$ cat config.mk
export PLATFORM = sky130hd
export DESIGN_NAME = dhf_debug_regs
export DESIGN_NICKNAME = d
export VERILOG_FILES = /design/src/logic/dhf_pkg.sv /design/src/logic/dhf_debug_regs.sv
export SDC_FILE = /design/constraint.sdc
export NUM_CORES = 1
export LEC_CHECK = 0
export ABC_AREA = 1
export BUFFER_PORTS_ARGS = -buffer_cell sky130_fd_sc_hd__buf_2
export CORE_MARGIN = 8
export CORE_UTILIZATION = 40
export CTS_CLUSTER_DIAMETER = 40
export DETAILED_ROUTE_END_ITERATION = 10
export HOLD_SLACK_MARGIN = 0.03
export PLACE_DENSITY = 0.69
export SYNTH_ARGS = -nofsm -noshare
export SYNTH_HDL_FRONTEND = slang
export SYNTH_SLANG_ARGS = --single-unit
export TNS_END_PERCENT = 20
$ cat constraint.sdc
create_clock -name clk_sys -period 3.3 [get_ports clk_sys]
set_input_delay 0.66 -clock clk_sys [delete_from_list [all_inputs] [get_ports clk_sys]]
set_output_delay 0.66 -clock clk_sys [all_outputs]
set_load 0.05 [all_outputs]
$ cat src/logic/dhf_pkg.sv
// Shared constants and types for the debug halt/freeze register bank
package dhf_pkg;

    localparam logic [31:0] DHF_ADDR_IDENT  = 32'h4001_5800;
    localparam logic [31:0] DHF_ADDR_CFG    = 32'h4001_5804;
    localparam logic [31:0] DHF_ADDR_FREEZE = 32'h4001_5808;

    localparam int DHF_DEV_LSB = 0;
    localparam int DHF_DEV_W   = 12;
    localparam int DHF_REV_LSB = 16;
    localparam int DHF_REV_W   = 16;

    localparam int DHF_STOP_KEEP_BIT  = 1;
    localparam int DHF_STDBY_KEEP_BIT = 2;

    localparam logic [31:0] DHF_CFG_MASK    = 32'h0000_0006;
    localparam logic [31:0] DHF_FREEZE_MASK = 32'h0020_1d13;
    localparam logic [31:0] DHF_CFG_RESET    = 32'h0000_0000;
    localparam logic [31:0] DHF_FREEZE_RESET = 32'h0000_0000;
    localparam logic [3:0]  DHF_FULL_STRB    = 4'hf;

    // Freeze bit positions, in stall output order
    localparam int DHF_NUM_FREEZE = 8;
    localparam int DHF_FRZ_POS [DHF_NUM_FREEZE] = '{0, 1, 4, 8, 10, 11, 12, 21};

    typedef enum logic [1:0] {
        DHF_SEL_NONE  = 2'h0,
        DHF_SEL_IDENT = 2'h1,
        DHF_SEL_CFG   = 2'h2,
        DHF_SEL_FRZ   = 2'h3
    } dhf_sel_t;

    typedef enum logic [1:0] {
        DHF_LP_RUN   = 2'b00,
        DHF_LP_STOP  = 2'b01,
        DHF_LP_STDBY = 2'b11
    } dhf_lp_state_t;

    typedef struct packed {
        logic        psel;
        logic        penable;
        logic        pwrite;
        logic [31:0] paddr;
        logic [31:0] pwdata;
        logic [3:0]  pstrb;
    } dhf_apb_req_t;

    typedef struct packed {
        logic        pready;
        logic        pslverr;
        logic [31:0] prdata;
    } dhf_apb_rsp_t;

    typedef struct packed {
        logic clocks_run;
        logic digital_power;
        logic rc_reselect;
        logic full_reset_req;
        logic sys_reset_req;
    } dhf_lp_out_t;

    typedef struct packed {
        logic [31:0]   cfg;
        logic [31:0]   frz;
        logic [31:0]   rdata;
        logic          err;
        dhf_lp_state_t lp_state;
        dhf_lp_out_t   lp;
    } dhf_state_t;

endpackage : dhf_pkg

$ cat src/logic/dhf_debug_regs.sv
// Debug identity, low-power debug config and halt freeze register bank
`timescale 1ns/1ps
`default_nettype none

module dhf_debug_regs
    import dhf_pkg::*;
#(
    parameter logic [11:0] DEVICE_CODE   = 12'h5a5,  // Arbitrary value
    parameter logic [15:0] REVISION_CODE = 16'h0001  // Arbitrary value
) (
    input  wire logic                       clk_sys,         // 50 MHz system clock
    input  wire logic                       srst,            // System reset, sync
    input  wire logic                       por_rst,         // Power-on reset, async
    input  wire dhf_apb_req_t               apb_req,         // APB request
    output var dhf_apb_rsp_t                apb_rsp,         // APB response
    input  wire logic                       core_halted,     // Core in debug halt
    input  wire logic                       stop_entry,      // Stop mode request pulse
    input  wire logic                       standby_entry,   // Standby request pulse
    input  wire logic                       lp_wakeup,       // Wake event pulse
    output var dhf_lp_out_t                 lp_out,          // Clock/power control
    output logic [DHF_NUM_FREEZE-1:0]       periph_stall     // Per-peripheral freeze
);

    dhf_state_t st_reg;
    dhf_state_t st_next;
    dhf_sel_t   setup_sel;
    dhf_sel_t   wr_sel;
    logic       setup_phase;
    logic       access_fire;
    logic       setup_bad;

    ////////////////////////////////////////////////////////////////////////////
    // Decode and read mux

    function automatic dhf_sel_t reg_select(input logic [31:0] addr);
        case (addr)
            DHF_ADDR_IDENT:  reg_select = DHF_SEL_IDENT;
            DHF_ADDR_CFG:    reg_select = DHF_SEL_CFG;
            DHF_ADDR_FREEZE: reg_select = DHF_SEL_FRZ;
            default:         reg_select = DHF_SEL_NONE;
        endcase
    endfunction : reg_select

    function automatic logic [31:0] ident_word();
        logic [31:0] w;
        w = 32'h0000_0000;
        w[DHF_DEV_LSB +: DHF_DEV_W] = DEVICE_CODE;
        w[DHF_REV_LSB +: DHF_REV_W] = REVISION_CODE;
        return w;
    endfunction : ident_word

    function automatic logic [31:0] read_mux(input dhf_sel_t sel, input dhf_state_t s);
        case (sel)
            DHF_SEL_IDENT: read_mux = ident_word();
            DHF_SEL_CFG:   read_mux = s.cfg & DHF_CFG_MASK;
            DHF_SEL_FRZ:   read_mux = s.frz & DHF_FREEZE_MASK;
            default:       read_mux = 32'h0000_0000;
        endcase
    endfunction : read_mux

    assign setup_phase = apb_req.psel && !apb_req.penable;
    assign access_fire = apb_req.psel && apb_req.penable;
    assign setup_sel   = reg_select(apb_req.paddr);
    assign wr_sel      = reg_select(apb_req.paddr);
    // Partial writes refused; identity is not writable
    assign setup_bad   = (setup_sel == DHF_SEL_NONE)
                      || (apb_req.pwrite && apb_req.pstrb != DHF_FULL_STRB)
                      || (apb_req.pwrite && setup_sel == DHF_SEL_IDENT);

    ////////////////////////////////////////////////////////////////////////////
    // Next state

    always_comb begin
        st_next                   = st_reg;
        st_next.lp.rc_reselect    = 1'b0;
        st_next.lp.full_reset_req = 1'b0;
        st_next.lp.sys_reset_req  = 1'b0;

        if (setup_phase) begin
            st_next.err   = setup_bad;
            st_next.rdata = (setup_bad || apb_req.pwrite) ? 32'h0000_0000 : read_mux(setup_sel, st_reg);
        end

        // Writes accepted regardless of system reset
        if (access_fire && apb_req.pwrite && !st_reg.err) begin
            case (wr_sel)
                DHF_SEL_CFG: st_next.cfg = apb_req.pwdata & DHF_CFG_MASK;
                DHF_SEL_FRZ: st_next.frz = apb_req.pwdata & DHF_FREEZE_MASK;
                default: ;
            endcase
        end

        case (st_reg.lp_state)
            DHF_LP_RUN: begin
                if (standby_entry) begin
                    st_next.lp_state         = DHF_LP_STDBY;
                    st_next.lp.clocks_run    = st_reg.cfg[DHF_STDBY_KEEP_BIT];
                    st_next.lp.digital_power = st_reg.cfg[DHF_STDBY_KEEP_BIT];
                end else if (stop_entry) begin
                    st_next.lp_state      = DHF_LP_STOP;
                    st_next.lp.clocks_run = st_reg.cfg[DHF_STOP_KEEP_BIT];
                end
            end
            DHF_LP_STOP: begin
                if (lp_wakeup) begin
                    st_next.lp_state       = DHF_LP_RUN;
                    st_next.lp.clocks_run  = 1'b1;
                    st_next.lp.rc_reselect = 1'b1;
                end
            end
            DHF_LP_STDBY: begin
                if (lp_wakeup) begin
                    st_next.lp_state         = DHF_LP_RUN;
                    st_next.lp.clocks_run    = 1'b1;
                    st_next.lp.digital_power = 1'b1;
                    if (st_reg.cfg[DHF_STDBY_KEEP_BIT]) begin
                        st_next.lp.sys_reset_req = 1'b1;
                    end else begin
                        st_next.lp.full_reset_req = 1'b1;
                    end
                end
            end
            default: begin
                st_next.lp_state = DHF_LP_RUN;
            end
        endcase

        // System reset spares the config and freeze words
        if (srst) begin
            // Bus stays live for the debugger during system reset
            if (!setup_phase) begin
                st_next.rdata = 32'h0000_0000;
                st_next.err   = 1'b0;
            end
            st_next.lp_state         = DHF_LP_RUN;
            st_next.lp.clocks_run    = 1'b1;
            st_next.lp.digital_power = 1'b1;
            st_next.lp.rc_reselect   = 1'b0;
            st_next.lp.full_reset_req = 1'b0;
            st_next.lp.sys_reset_req = 1'b0;
        end
    end

    ////////////////////////////////////////////////////////////////////////////
    // State register, fully cleared only by power-on reset

    always_ff @(posedge clk_sys or posedge por_rst) begin
        if (por_rst) begin
            st_reg.cfg               <= DHF_CFG_RESET;
            st_reg.frz               <= DHF_FREEZE_RESET;
            st_reg.rdata             <= 32'h0000_0000;
            st_reg.err               <= 1'b0;
            st_reg.lp_state          <= DHF_LP_RUN;
            st_reg.lp.clocks_run     <= 1'b1;
            st_reg.lp.digital_power  <= 1'b1;
            st_reg.lp.rc_reselect    <= 1'b0;
            st_reg.lp.full_reset_req <= 1'b0;
            st_reg.lp.sys_reset_req  <= 1'b0;
        end else begin
            st_reg <= st_next;
        end
    end

    ////////////////////////////////////////////////////////////////////////////
    // Outputs

    assign apb_rsp.pready  = 1'b1;
    assign apb_rsp.pslverr = access_fire && st_reg.err;
    assign apb_rsp.prdata  = st_reg.rdata;
    assign lp_out          = st_reg.lp;

    generate
        for (genvar i = 0; i < DHF_NUM_FREEZE; i++) begin : g_stall
            // Bit order: timer A, B, basic, C, calendar, window wd, indep wd, two-wire
            assign periph_stall[i] = core_halted && st_reg.frz[DHF_FRZ_POS[i]];
        end
    endgenerate

    ////////////////////////////////////////////////////////////////////////////
    // Assertions

    logic wr_ok;
    assign wr_ok = access_fire && apb_req.pwrite && !st_reg.err;

    property p_ident_read;
        @(posedge clk_sys) disable iff (por_rst)
        setup_phase && !apb_req.pwrite && setup_sel == DHF_SEL_IDENT
        |=> apb_rsp.prdata == {REVISION_CODE, 4'h0, DEVICE_CODE};
    endproperty
    a_ident_read: assert property (p_ident_read) else $error("identity read value wrong");

    property p_ident_rev;
        @(posedge clk_sys) disable iff (por_rst)
        access_fire && !apb_req.pwrite && !st_reg.err && wr_sel == DHF_SEL_IDENT
        |-> apb_rsp.prdata[31:16] == REVISION_CODE && apb_rsp.prdata[15:12] == 4'h0;
    endproperty
    a_ident_rev: assert property (p_ident_rev) else $error("revision field wrong");

    property p_partial_refused;
        @(posedge clk_sys) disable iff (por_rst)
        setup_phase && apb_req.pwrite && apb_req.pstrb != DHF_FULL_STRB
        ##1 access_fire |-> apb_rsp.pslverr ##1 $stable(st_reg.cfg) && $stable(st_reg.frz);
    endproperty
    a_partial_refused: assert property (p_partial_refused) else $error("partial write not refused");

    property p_cfg_survives_srst;
        @(posedge clk_sys) disable iff (por_rst)
        srst && !wr_ok |=> st_reg.cfg == $past(st_reg.cfg);
    endproperty
    a_cfg_survives_srst: assert property (p_cfg_survives_srst) else $error("config lost on srst");

    property p_cfg_write_in_srst;
        @(posedge clk_sys) disable iff (por_rst)
        srst && wr_ok && wr_sel == DHF_SEL_CFG |=> st_reg.cfg == ($past(apb_req.pwdata) & DHF_CFG_MASK);
    endproperty
    a_cfg_write_in_srst: assert property (p_cfg_write_in_srst) else $error("config write lost");

    property p_stop_gate;
        @(posedge clk_sys) disable iff (por_rst || srst)
        st_reg.lp_state == DHF_LP_RUN && !standby_entry && stop_entry && !st_reg.cfg[DHF_STOP_KEEP_BIT]
        |=> !lp_out.clocks_run && st_reg.lp_state == DHF_LP_STOP;
    endproperty
    a_stop_gate: assert property (p_stop_gate) else $error("stop did not gate clocks");

    property p_stop_exit;
        @(posedge clk_sys) disable iff (por_rst || srst)
        st_reg.lp_state == DHF_LP_STOP && lp_wakeup |=> lp_out.clocks_run && lp_out.rc_reselect;
    endproperty
    a_stop_exit: assert property (p_stop_exit) else $error("stop exit did not restore RC clock");

    property p_stop_keep;
        @(posedge clk_sys) disable iff (por_rst || srst)
        st_reg.lp_state == DHF_LP_RUN && !standby_entry && stop_entry && st_reg.cfg[DHF_STOP_KEEP_BIT]
        |=> lp_out.clocks_run && st_reg.lp_state == DHF_LP_STOP;
    endproperty
    a_stop_keep: assert property (p_stop_keep) else $error("stop keep clocks failed");

    property p_stdby_exit;
        @(posedge clk_sys) disable iff (por_rst || srst)
        st_reg.lp_state == DHF_LP_STDBY && lp_wakeup
        |=> lp_out.full_reset_req == !$past(st_reg.cfg[DHF_STDBY_KEEP_BIT])
            && lp_out.sys_reset_req == $past(st_reg.cfg[DHF_STDBY_KEEP_BIT]);
    endproperty
    a_stdby_exit: assert property (p_stdby_exit) else $error("standby exit reset wrong");

    property p_stdby_power;
        @(posedge clk_sys) disable iff (por_rst || srst)
        st_reg.lp_state == DHF_LP_STDBY |-> lp_out.digital_power == lp_out.clocks_run;
    endproperty
    a_stdby_power: assert property (p_stdby_power) else $error("standby power/clock mismatch");

    property p_frz_survives_srst;
        @(posedge clk_sys) disable iff (por_rst)
        srst && !wr_ok |=> $stable(st_reg.frz);
    endproperty
    a_frz_survives_srst: assert property (p_frz_survives_srst) else $error("freeze lost on srst");

    property p_stall_needs_halt;
        @(posedge clk_sys) disable iff (por_rst)
        !core_halted |-> periph_stall == '0;
    endproperty
    a_stall_needs_halt: assert property (p_stall_needs_halt) else $error("stall without halt");

    property p_timer_a_stall;
        @(posedge clk_sys) disable iff (por_rst)
        wr_ok && wr_sel == DHF_SEL_FRZ && apb_req.pwdata[DHF_FRZ_POS[0]] ##1 core_halted |-> periph_stall[0];
    endproperty
    a_timer_a_stall: assert property (p_timer_a_stall) else $error("timer A not frozen");

    property p_timer_b_stall;
        @(posedge clk_sys) disable iff (por_rst)
        wr_ok && wr_sel == DHF_SEL_FRZ && apb_req.pwdata[DHF_FRZ_POS[1]] ##1 core_halted |-> periph_stall[1];
    endproperty
    a_timer_b_stall: assert property (p_timer_b_stall) else $error("timer B not frozen");

    property p_basic_stall;
        @(posedge clk_sys) disable iff (por_rst)
        wr_ok && wr_sel == DHF_SEL_FRZ && apb_req.pwdata[DHF_FRZ_POS[2]] ##1 core_halted |-> periph_stall[2];
    endproperty
    a_basic_stall: assert property (p_basic_stall) else $error("basic timer not frozen");

    property p_timer_c_stall;
        @(posedge clk_sys) disable iff (por_rst)
        wr_ok && wr_sel == DHF_SEL_FRZ && apb_req.pwdata[DHF_FRZ_POS[3]] ##1 core_halted |-> periph_stall[3];
    endproperty
    a_timer_c_stall: assert property (p_timer_c_stall) else $error("timer C not frozen");

    property p_calendar_stall;
        @(posedge clk_sys) disable iff (por_rst)
        wr_ok && wr_sel == DHF_SEL_FRZ && apb_req.pwdata[DHF_FRZ_POS[4]] ##1 core_halted |-> periph_stall[4];
    endproperty
    a_calendar_stall: assert property (p_calendar_stall) else $error("calendar not frozen");

    property p_window_wd_stall;
        @(posedge clk_sys) disable iff (por_rst)
        wr_ok && wr_sel == DHF_SEL_FRZ && apb_req.pwdata[DHF_FRZ_POS[5]] ##1 core_halted |-> periph_stall[5];
    endproperty
    a_window_wd_stall: assert property (p_window_wd_stall) else $error("window watchdog not frozen");

    property p_wd_stall;
        @(posedge clk_sys) disable iff (por_rst)
        wr_ok && wr_sel == DHF_SEL_FRZ && apb_req.pwdata[12] ##1 core_halted |-> periph_stall[6];
    endproperty
    a_wd_stall: assert property (p_wd_stall) else $error("watchdog not frozen");

    property p_two_wire_stall;
        @(posedge clk_sys) disable iff (por_rst)
        wr_ok && wr_sel == DHF_SEL_FRZ && apb_req.pwdata[DHF_FRZ_POS[7]] ##1 core_halted |-> periph_stall[7];
    endproperty
    a_two_wire_stall: assert property (p_two_wire_stall) else $error("two-wire timeout not frozen");

    property p_reserved_zero;
        @(posedge clk_sys) disable iff (por_rst)
        wr_ok |=> (st_reg.cfg & ~DHF_CFG_MASK) == 32'h0 && (st_reg.frz & ~DHF_FREEZE_MASK) == 32'h0;
    endproperty
    a_reserved_zero: assert property (p_reserved_zero) else $error("reserved bits stored");

    c_cfg_write_srst: cover property (@(posedge clk_sys) srst && wr_ok && wr_sel == DHF_SEL_CFG);
    c_stop_cycle: cover property (@(posedge clk_sys) st_reg.lp_state == DHF_LP_STOP ##1 lp_out.rc_reselect);
    c_stdby_sysrst: cover property (@(posedge clk_sys) lp_out.sys_reset_req);
    c_halt_stall: cover property (@(posedge clk_sys) periph_stall[7]);

endmodule : dhf_debug_regs

`default_nettype wire

-- Word-level counts from Yosys, hierarchy flattened
Cells that the tools add are included.
- register bits after elaboration: 50
- output and inout bits: 47
- logic and storage cells: 72
- equal/unequal tests: 13
- muxes and demuxes: 20
- reduce and logical (&&, ||, !) cells: 29
- operators by type and width (cell ; count):
    32-bit by 31-bit == test with 1-bit output, second input constant ; 3
    33-bit 2-to-1 mux ; 2
    22-bit case mux with 3 select lines ; 1
    40-bit 2-to-1 mux ; 1
    32-bit 2-to-1 mux ; 1
    1-bit logical AND ; 15
    2-bit case mux with 3 select lines ; 2
    3-bit 2-to-1 mux ; 3
    3-bit inequality test, second input constant ; 3
    4-bit inequality test, second input constant ; 2
    2-bit == test, second input constant ; 3
    3-bit AND reduction ; 2
    1-bit 2-to-1 mux ; 5
    2-bit by 1-bit == test with 1-bit output, second input constant ; 2
    2-bit zero test ; 2
    2-bit 2-to-1 mux ; 2
    4-bit 2-to-1 mux ; 1
    2-bit AND reduction ; 2
    4-bit AND reduction ; 1
    4-bit nonzero test ; 1
    1-bit logical OR ; 3
    1-bit case mux with 3 select lines ; 1
    3-bit nonzero test ; 1
    1-bit zero test ; 2
    1-bit case mux with 2 select lines ; 1

-- Longest topological paths before layout
Gate-level depths: netlist of run 1.
- depth after elaboration: 10
- gate-level depth with buffers: 11
- depth with buffers taken out: 11

-- Worst setup path before layout of run 1
No wires, ideal clock.
- path kind: in2out
- start: input apb_req[69] (netlist name)
- end: output apb_rsp[32] (netlist name)
- arrival time: 1.401 ns
- path slack: 1.239 ns
- stages: 2
- cell sequence: nand2_1 -> nor2_1
- RTL lines (element ; RTL line ; source):
    from (decl) ; dhf_debug_regs.sv:14 ; input wire dhf_apb_req_t apb_req,
    to (decl) ; dhf_debug_regs.sv:15 ; output var dhf_apb_rsp_t apb_rsp,

==> flow_metrics.py, run 1 <==
metrics = {
    "floorplanning": {
        "io_pins": 125,
        "dieArea_um2": 9830,
        "core_area_um2": 6760,
        "die_h_um": 99.2,
        "num_rows": 30,
        "die_w_um": 99.2,
        "initial_core_util_pct": 40.9,
    },
    "worst_setup_path": {
        "r2r_start": "st_reg[7]",
        "cp_slowest_cell": "buf_2",
        "worstPathRequired_ns": 2.64,
        "cp_num_buf_inv": 2,
        "ff2ff_setup_slack_ns": 2.01,
        "worstSetupPathType": "primary input to output pin",
        "end_kind": "output pin",
        "crit_chain": "buf_2, nand2_1, nor2_1, buf_2",
        "crit_path_frequent_cell": "buf_2",
        "critical_path.top_delay_family": "buffers and inverters",
        "crit_fanout": 2,
        "r2r_cells": 4,
        "r2r_end": "st_reg[73]",
        "critPathMaxStageDelay_ns": 0.27,
        "start_kind": "primary input",
        "worstPathArrival_ns": 1.25,
    },
    "pwr": {
        "power.density_nw_per_um2": 357,
        "p_int_w": 0.000837,
        "leakagePower_nw": 1.80,
        "p_sw_w": 0.000287,
        "seqPwrFrac_pct": 56.1,
        "ir_worst_vdd_uv": 147,
        "power_w": 0.00112,
        "power_frac_comb_pct": 12.1,
        "switching_share_pct": 25.5,
        "pwr-share-clk_pct": 31.8,
    },
    "clock_tree": {
        "post_cts_resized": 0,
        "post_cts_buffers": 0,
        "hold_buffers": 0,
        "clock_sinks": 50,
        "cts_root_buffer": "clkbuf_8",
        "h-tree-depth": 2,
        "cts_tree": "yes",
        "ctsLongestPathBuffers": 2,
        "clk_pin_slew_ns": 0.09,
        "insertion_delay_ns": 0.30,
        "cts_made_buffers": 5,
    },
    "sta": {
        "max_clock_freq_mhz": 522,
        "slew_headroom_pct": 31.7,
        "post-route-period-util_pct": 58.0,
        "report.final.slew_viol_count": 0,
        "rsz0062_at_grt": "no",
        "hold_violations": 0,
        "fin_worst_skew_ns": 0.00260,
        "holdWs_ns": 0.486,
        "setup_tns_ns": 0,
        "fin_crit_ns": 1.91,
        "finalSetupViolCount": 0,
        "max_slew.worst_pin.slew_ns": 1.02,
    },
    "place": {
        "gp_congestion": 0.785,
        "dpl.hpwl_mm": 4.63,
        "port_buffers": 100,
    },
    "yosys": {
        "yosysTopAreaCellShare_pct": 43.4,
        "avgSynthCellArea_um2": 8.26,
        "netlist_area_um2": 2770,
        "synth-seq-cells": 50,
        "synth_ff_type": "dfrtp_1",
        "synth-warning-count": 0,
        "synth_top_area_cell": "dfrtp_1",
        "postSynthCellCount": 335,
        "syn-num-nets": 413,
        "netlist_top_cells_area": "dfrtp_1, nand2_1, buf_4",
        "ys_seq_area_share_pct": 45.3,
        "ys_async_sr_fraction_pct": 100,
        "synth_edf_count": 0,
        "yosysUniqueCellTypes": 32,
    },
    "final_layout": {
        "final_util_pct": 46.6,
        "final_nets": 476,
        "mostFrequentLayoutCells": "buf_2, nand2_1, dfrtp_1, nor2_1, inv_1",
        "drive_gt1_share_pct": 37.6,
        "syn_to_final_growth_pct": 13.9,
        "mostFrequentLayoutCell": "buf_2",
        "antenna-diode-count": 0,
        "largest_register_ffs": 32,
    },
    "flow_run": {
        "cap_violations": 0,
    },
    "global_routing": {
        "grtUsageTotal_pct": 12.1,
        "grt_pass1_wl_mm": 9.72,
        "antenna_found_initial": 0,
        "grt_pass1_vias": 2178,
        "grt_max_degree": 51,
        "gr-total-overflow": 0,
    },
    "route": {
        "dr_wl_met3_um": 459,
        "drt_iter0_markers": 77,
        "wl_per_cell_um": 12.1,
        "wl_mm": 5.78,
        "routed.top_layer": "met4",
        "firstDrtPassIters": 4,
        "viasPerCell": 4.45,
        "routed-wl-met2_mm": 2.70,
        "num_vias": 2131,
        "met1Wirelength_mm": 2.52,
        "ant_nets": 0,
        "drt_drc_violations_left": 0,
    },
    "status": {
        "status": "finished clean",
    },
    "hold_path": {
        "hold_path_depth": 2,
        "hold_end": "apb_rsp[2]",
        "hold_path_class": "flip-flop to flip-flop",
        "min_from": "apb_rsp[2]",
    },
}
cells by family (layout without fill, tap and decap cells):
| group | Yosys count | count (layout) | share of synthesized area (%) |
|---|---|---|---|
| flops | 50 | 50 | 45.3 |
| other cells | 1 | 1 | 0.136 |
| simple gates | 178 | 178 | 32.2 |
| buf+inv | 82 | 146 | 17.1 |
| compound gates | 24 | 24 | 5.29 |
per-stage QoR:
stage,std cells,worst slack (ns),cell area [um2]
2_1_floorplan,335,1.24,2770
3_3_place_gp,471,1.35,3060
3_5_place_dp,471,1.37,3060
4_1_cts,479,1.37,3150
5_1_grt,479,1.33,3150
6_report,479,1.39,3150
routing by layer:
metal / GRT usage, % / vias to the layer above
met1: 13.7 / 933
met4: 4.89 / 0
li1: - / 1118
met3: 4.40 / 5
met5: 0 / -
met2: 20.2 / 75
worst max-delay path by stage:
stage	cells past startpoint	startpoint	end
floorplan	2	apb_req[69]	apb_rsp[32]
global placement	4	apb_req[69]	apb_rsp[32]
finish	4	apb_req[69]	apb_rsp[32]
CTS	4	apb_req[69]	apb_rsp[32]
global route	4	apb_req[69]	apb_rsp[32]
detailed placement	4	apb_req[69]	apb_rsp[32]
power groups by stage:
stage	logic [W]	clock network, W	registers (W)
floorplan	0.0000951	0	0.000641
global placement	0.000136	0	0.000642
detailed placement	0.000139	0	0.000642
CTS	0.000139	0.000374	0.000630
global route	0.000152	0.000394	0.000632
finish	0.000137	0.000357	0.000630
worst register-to-register path: stages, from the launching register on:
cell and delay [ns]:
dfrtp_1 0.43, nor3_4 0.45, nand2_1 0.17, nand2_1 0.08
o21ai_1 0.06
cell usage after synthesis, types with 2 or more instances:
| cell type | number |
|---|---|
| nand2_2 | 5 |
| dfrtp_1 | 48 |
| nor4_1 | 3 |
| nor2_1 | 36 |
| nand4_1 | 5 |
| nand2_1 | 90 |
| dfstp_2 | 2 |
| o21ai_1 | 8 |
| buf_4 | 38 |
| nand3_1 | 12 |
| nor2_8 | 2 |
| inv_1 | 33 |
| nor2_4 | 6 |
| buf_2 | 2 |
| o21ai_2 | 5 |
| o21ai_0 | 6 |
| nand3_4 | 2 |
| nand2_4 | 3 |
| inv_2 | 3 |
| nor2_2 | 8 |
| a21oi_1 | 2 |
| nor3_1 | 3 |
| clkbuf_1 | 4 |
cell type report:
class                   instances  area, um2
flip-flops and latches         50       1250
well taps                      80        100
repair buffers                100        500
clock buffers                   6       82.6
inverters                      38        161
multi-input cells             203       1040
clock inverters                 2       12.5
fillers                       708       3600
(Power assumes the default switching activity.)
==> run 2, diff against run 1 <==
==> constraint.sdc (replaced) <==
create_clock -name clk_sys -period 1.8 [get_ports clk_sys]
set_input_delay 0.36 -clock clk_sys [delete_from_list [all_inputs] [get_ports clk_sys]]
set_output_delay 0.36 -clock clk_sys [all_outputs]
set_load 0.05 [all_outputs]
==> run 2 against run 1 <==
Count of clock-buffer cells in the layout stayed put. Wire length is 0.95% higher. Cell area is 1.7% higher. Clock power is 110% higher. Die area stayed put. Via count is 3.5% higher. Utilization is 0.78 points higher. Largest cell class unchanged. Non-clock buffer count is 3 higher. Sequential power is 84% higher. Highest routed layer unchanged. Worst hold slack worse by 0.20 ns. Clock skew is 0.0029 ns higher. Sequential share of layout area is 0.65 points lower.
==> flow_metrics.py, run 2 (synthesis gave the netlist of run 1 again) <==
metrics = {
    "status": {
        "status": "finished clean",
    },
    "route": {
        "ant_nets": 0,
        "drt_iter0_markers": 117,
        "num_vias": 2206,
        "wl_per_cell_um": 12.1,
        "wl_mm": 5.83,
        "firstDrtPassIters": 6,
        "drt_drc_violations_left": 0,
        "viasPerCell": 4.58,
    },
    "sta": {
        "rsz0062_at_grt": "no",
        "fin_worst_skew_ns": 0.00550,
        "setup_tns_ns": 0,
        "report.final.slew_viol_count": 0,
        "post-route-period-util_pct": 85.4,
        "hold_violations": 0,
        "finalSetupViolCount": 0,
        "fin_crit_ns": 1.54,
        "max_clock_freq_mhz": 651,
        "holdWs_ns": 0.285,
    },
    "worst_setup_path": {
        "crit_chain": "inv_1, nor2_1, buf_2",
        "r2r_cells": 4,
        "critPathMaxStageDelay_ns": 0.42,
        "r2r_end": "st_reg[73]",
        "critical_path.top_delay_family": "flip-flops",
        "ff2ff_setup_slack_ns": 0.50,
        "worstPathRequired_ns": 1.44,
        "worstSetupPathType": "flip-flop to output pin",
        "end_kind": "output pin",
        "worstPathArrival_ns": 1.18,
        "cp_num_buf_inv": 2,
        "start_kind": "flip-flop",
        "r2r_start": "st_reg[7]",
        "cp_slowest_cell": "dfrtp_1",
        "crit_fanout": 3,
    },
    "global_routing": {
        "gr-max-usage-layer": "met2",
        "grt_pass1_vias": 2250,
        "use_met2_pct": 20.7,
        "gr-usage-met3_pct": 4.33,
        "grtUsageTotal_pct": 12.2,
        "grt_util_met1_pct": 13.5,
        "grt_pass1_wl_mm": 9.92,
        "grt_max_degree": 42,
        "antenna_found_initial": 0,
        "gr-total-overflow": 0,
    },
    "clock_tree": {
        "post_cts_resized": 0,
        "clk_pin_slew_ns": 0.09,
        "post_cts_buffers": 0,
        "cts_root_buffer": "clkbuf_8",
        "clock_sinks": 50,
        "hold_buffers": 1,
        "ctsLongestPathBuffers": 2,
        "insertion_delay_ns": 0.29,
        "cts_tree": "yes",
        "h-tree-depth": 2,
        "cts_made_buffers": 5,
    },
    "pwr": {
        "power.density_nw_per_um2": 681,
        "leakagePower_nw": 1.82,
        "ir_worst_vdd_uv": 321,
    },
    "flow_run": {
        "cap_violations": 0,
    },
    "final_layout": {
        "fillCellCount": 685,
        "mostFrequentLayoutCells": "buf_2, nand2_1, dfrtp_1, nor2_1, inv_1",
        "multiInputGateArea_um2": 1040,
        "syn_to_final_growth_pct": 15.8,
        "seqCellArea_um2": 1250,
        "final_util_pct": 47.4,
        "final_nets": 479,
        "post-route-cell-area_um2": 3200,
        "antenna-diode-count": 0,
        "largest_register_ffs": 32,
        "mostFrequentLayoutCell": "buf_2",
        "drive_gt1_share_pct": 37.6,
        "instances_no_fill": 482,
    },
    "floorplanning": {
        "core_area_um2": 6760,
        "num_rows": 30,
        "io_pins": 125,
        "dieArea_um2": 9830,
        "initial_core_util_pct": 40.9,
        "die_h_um": 99.2,
        "die_w_um": 99.2,
    },
    "place": {
        "dpl_cell_area_um2": 3080,
        "gp_congestion": 0.812,
        "dpl.hpwl_mm": 4.77,
        "placed_cells": 473,
        "port_buffers": 100,
    },
    "hold_path": {
        "hold_path_class": "primary input to flip-flop",
        "hold_path_depth": 3,
        "min_from": "apb_req[14]",
        "hold_end": "st_reg[50]",
    },
}
## run 2: final cells by class
class	count	share of cell area, %
flip-flops and latches	50	39.1
well taps	80	3.12
repair buffers	103	16.8
inverters	38	5.04
clock buffers	6	2.26
multi-input cells	203	32.5
clock inverters	2	1.17
## run 2: report_power, final
group | internal [W] | switching, W
Sequential | 0.00114 | 0.0000113
Combinational | 0.0000898 | 0.000170
Clock | 0.000415 | 0.000352
Total | 0.00165 | 0.000533
## run 2: routing by layer
metal,wire length (um),vias to the layer above
met5,0,-
met4,93,0
met3,519,8
met2,2690,86
met1,2530,989
li1,-,1123
## run 2: worst register-to-register path, cell delays in order, from the launching register on
cell     delay [ns]
dfrtp_1        0.43
nor3_4         0.46
nand2_1        0.17
nand2_1        0.08
o21ai_1        0.05
## run 2: per-stage QoR
| stage | worst slack (ns) | total power [W] |
|---|---|---|
| after floorplan | 0.242 | 0.00135 |
| after global placement | 0.261 | 0.00143 |
| after detailed placement | 0.231 | 0.00144 |
| after CTS | 0.250 | 0.00221 |
| after global routing | 0.197 | 0.00228 |
| final | 0.263 | 0.00218 |
## run 2: worst max-delay path by stage
| stage | startpoint | endpoint | slack [ns] | cells past startpoint |
|---|---|---|---|---|
| global placement | apb_req[37] | st_reg[41] | 0.26 | 9 |
| floorplan | por_rst | apb_rsp[0] | 0.24 | 1 |
| finish | st_reg[7] | apb_rsp[32] | 0.26 | 3 |
| CTS | st_reg[7] | apb_rsp[32] | 0.25 | 3 |
| detailed placement | apb_req[37] | st_reg[41] | 0.23 | 9 |
| global route | st_reg[7] | apb_rsp[32] | 0.20 | 3 |
==> run 3, diff against run 2 <==
--- a/config.mk
+++ b/config.mk
@@ -6,13 +6,12 @@
 export NUM_CORES = 1
 export LEC_CHECK = 0
 export ABC_AREA = 1
-export BUFFER_PORTS_ARGS = -buffer_cell sky130_fd_sc_hd__buf_2
 export CORE_MARGIN = 8
 export CORE_UTILIZATION = 40
 export CTS_CLUSTER_DIAMETER = 40
 export DETAILED_ROUTE_END_ITERATION = 10
+export DONT_BUFFER_PORTS = 1
 export HOLD_SLACK_MARGIN = 0.03
-export PLACE_DENSITY = 0.69
 export SYNTH_ARGS = -nofsm -noshare
 export SYNTH_HDL_FRONTEND = slang
 export SYNTH_SLANG_ARGS = --single-unit
==> run 3 against run 2 <==
Power is 7.5% lower. Sequential share of layout area is 7.4 points higher. First-iteration DRC count is 39% lower. Utilization is 7.6 points lower. Setup slack better by 0.087 ns. Sequential power hardly changed. Cell count is 21% lower. Largest cell class unchanged. Wire length is 4.6% lower.
==> flow_metrics.py, run 3 (synthesis gave the netlist of run 1 again) <==
metrics = {
    "route": {
        "drt_drc_violations_left": 0,
        "num_vias": 1796,
        "firstDrtPassIters": 4,
        "drt_iter0_markers": 71,
        "wl_mm": 5.56,
        "ant_nets": 0,
        "wl_per_cell_um": 14.6,
        "viasPerCell": 4.70,
    },
    "clock_tree": {
        "cts_root_buffer": "clkbuf_8",
        "post_cts_buffers": 0,
        "clk_pin_slew_ns": 0.10,
        "h-tree-depth": 2,
        "insertion_delay_ns": 0.30,
        "clock_sinks": 50,
        "ctsLongestPathBuffers": 2,
        "cts_made_buffers": 5,
        "cts_tree": "yes",
    },
    "global_routing": {
        "antenna_found_initial": 0,
        "grt_max_degree": 32,
        "grtUsageTotal_pct": 11.6,
        "gr-total-overflow": 0,
        "grt_pass1_wl_mm": 9.29,
        "grt_pass1_vias": 1884,
    },
    "worst_setup_path": {
        "worstPathArrival_ns": 1.09,
        "worstPathRequired_ns": 1.44,
        "crit_fanout": 3,
        "crit_chain": "nand2_1, inv_1",
        "cp_slowest_cell": "dfrtp_1",
        "ff2ff_setup_slack_ns": 0.48,
        "end_kind": "output pin",
        "start_kind": "flip-flop",
        "critPathMaxStageDelay_ns": 0.39,
        "worstSetupPathType": "flip-flop to output pin",
    },
    "sta": {
        "fin_crit_ns": 1.45,
        "rsz0062_at_grt": "no",
        "setup_tns_ns": 0,
        "holdWs_ns": 0.128,
        "slew_headroom_pct": 65.4,
        "report.final.slew_viol_count": 0,
        "finalSetupViolCount": 0,
        "hold_violations": 0,
        "post-route-period-util_pct": 80.6,
        "max_slew.worst_pin.slew_ns": 0.519,
        "fin_worst_skew_ns": 0.00487,
        "max_clock_freq_mhz": 689,
    },
    "pwr": {
        "ir_worst_vdd_uv": 327,
        "leakagePower_nw": 1.36,
        "power.density_nw_per_um2": 750,
        "power_w": 0.00202,
    },
    "final_layout": {
        "instances_no_fill": 382,
        "drive_gt1_share_pct": 17.2,
        "post-route-cell-area_um2": 2690,
        "mostFrequentLayoutCells": "nand2_1, dfrtp_1, nor2_1, inv_1, nand3_1",
        "largest_register_ffs": 32,
        "syn_to_final_growth_pct": -2.67,
        "final_nets": 379,
        "fillCellCount": 699,
        "antenna-diode-count": 0,
        "mostFrequentLayoutCell": "nand2_1",
    },
    "status": {
        "status": "finished clean",
    },
    "place": {
        "gp_congestion": 0.794,
        "port_buffers": 0,
        "dpl_cell_area_um2": 2580,
        "placed_cells": 373,
        "dpl.hpwl_mm": 4.36,
    },
    "floorplanning": {
        "die_h_um": 99.2,
        "die_w_um": 99.2,
        "initial_core_util_pct": 40.9,
        "io_pins": 125,
        "num_rows": 30,
        "core_area_um2": 6760,
        "dieArea_um2": 9830,
    },
    "hold_path": {
        "hold_path_class": "primary input to flip-flop",
    },
    "flow_run": {
        "cap_violations": 0,
    },
}
-- run 3: cell count changes in the layout (fill, tap and decap cells not counted), sizes merged --
| cell | delta |
|---|---|
| buf | -100 |
| bufinv | -1 |
| inv | +1 |
-- run 3: final cells by class --
cell class | instances | area [um2] | area share, %
clock inverters | 2 | 16.3 | 0.604
well taps | 80 | 100 | 3.72
clock buffers | 6 | 82.6 | 3.07
flip-flops and latches | 50 | 1250 | 46.6
multi-input cells | 203 | 1040 | 38.7
repair buffers | 3 | 37.5 | 1.39
inverters | 38 | 161 | 5.99
-- run 3: metal layers --
layer	track usage, %	wire length [um]
met3	5.52	626
met5	0	0
met1	13.2	2390
met4	3.14	45
met2	18.9	2500
-- run 3: critical path: cells and delay by family (launching register included) --
family        cells  cell delay (ns)
flops             1             0.39
buf+inv           1             0.34
simple gates      1             0.06
-- run 3: repair_timing --
action,in CTS,in global routing
hold buffers,1,0
hold endpoints to repair,21,0
gates resized for setup,0,0
-- run 3: per-stage QoR --
stage	setup slack, ns	utilization, %
6_report	0.349	39.9
5_1_grt	0.276	39.9
4_1_cts	0.334	39.9
3_5_place_dp	0.343	38.2
3_3_place_gp	0.339	38.2
2_1_floorplan	0.242	-
-- run 3: where the power goes --
part           internal, W  switching, W  total [W]
sequential         0.00115     0.0000479    0.00119
combinational    0.0000429     0.0000975   0.000140
clock             0.000317      0.000368   0.000685
total              0.00151      0.000513    0.00202
-- run 3: final timing paths --
path	endpoint	cells past startpoint	from
max in group asynchronous	lp_out[3]	3	por_rst
worst min register to register	st_reg[48]	2	st_reg[48]
worst max register to register	st_reg[73]	4	st_reg[7]
worst min-delay path	apb_rsp[29]	1	srst
worst max-delay path	periph_stall[1]	2	st_reg[41]
min in group asynchronous	apb_rsp[27]	2	por_rst
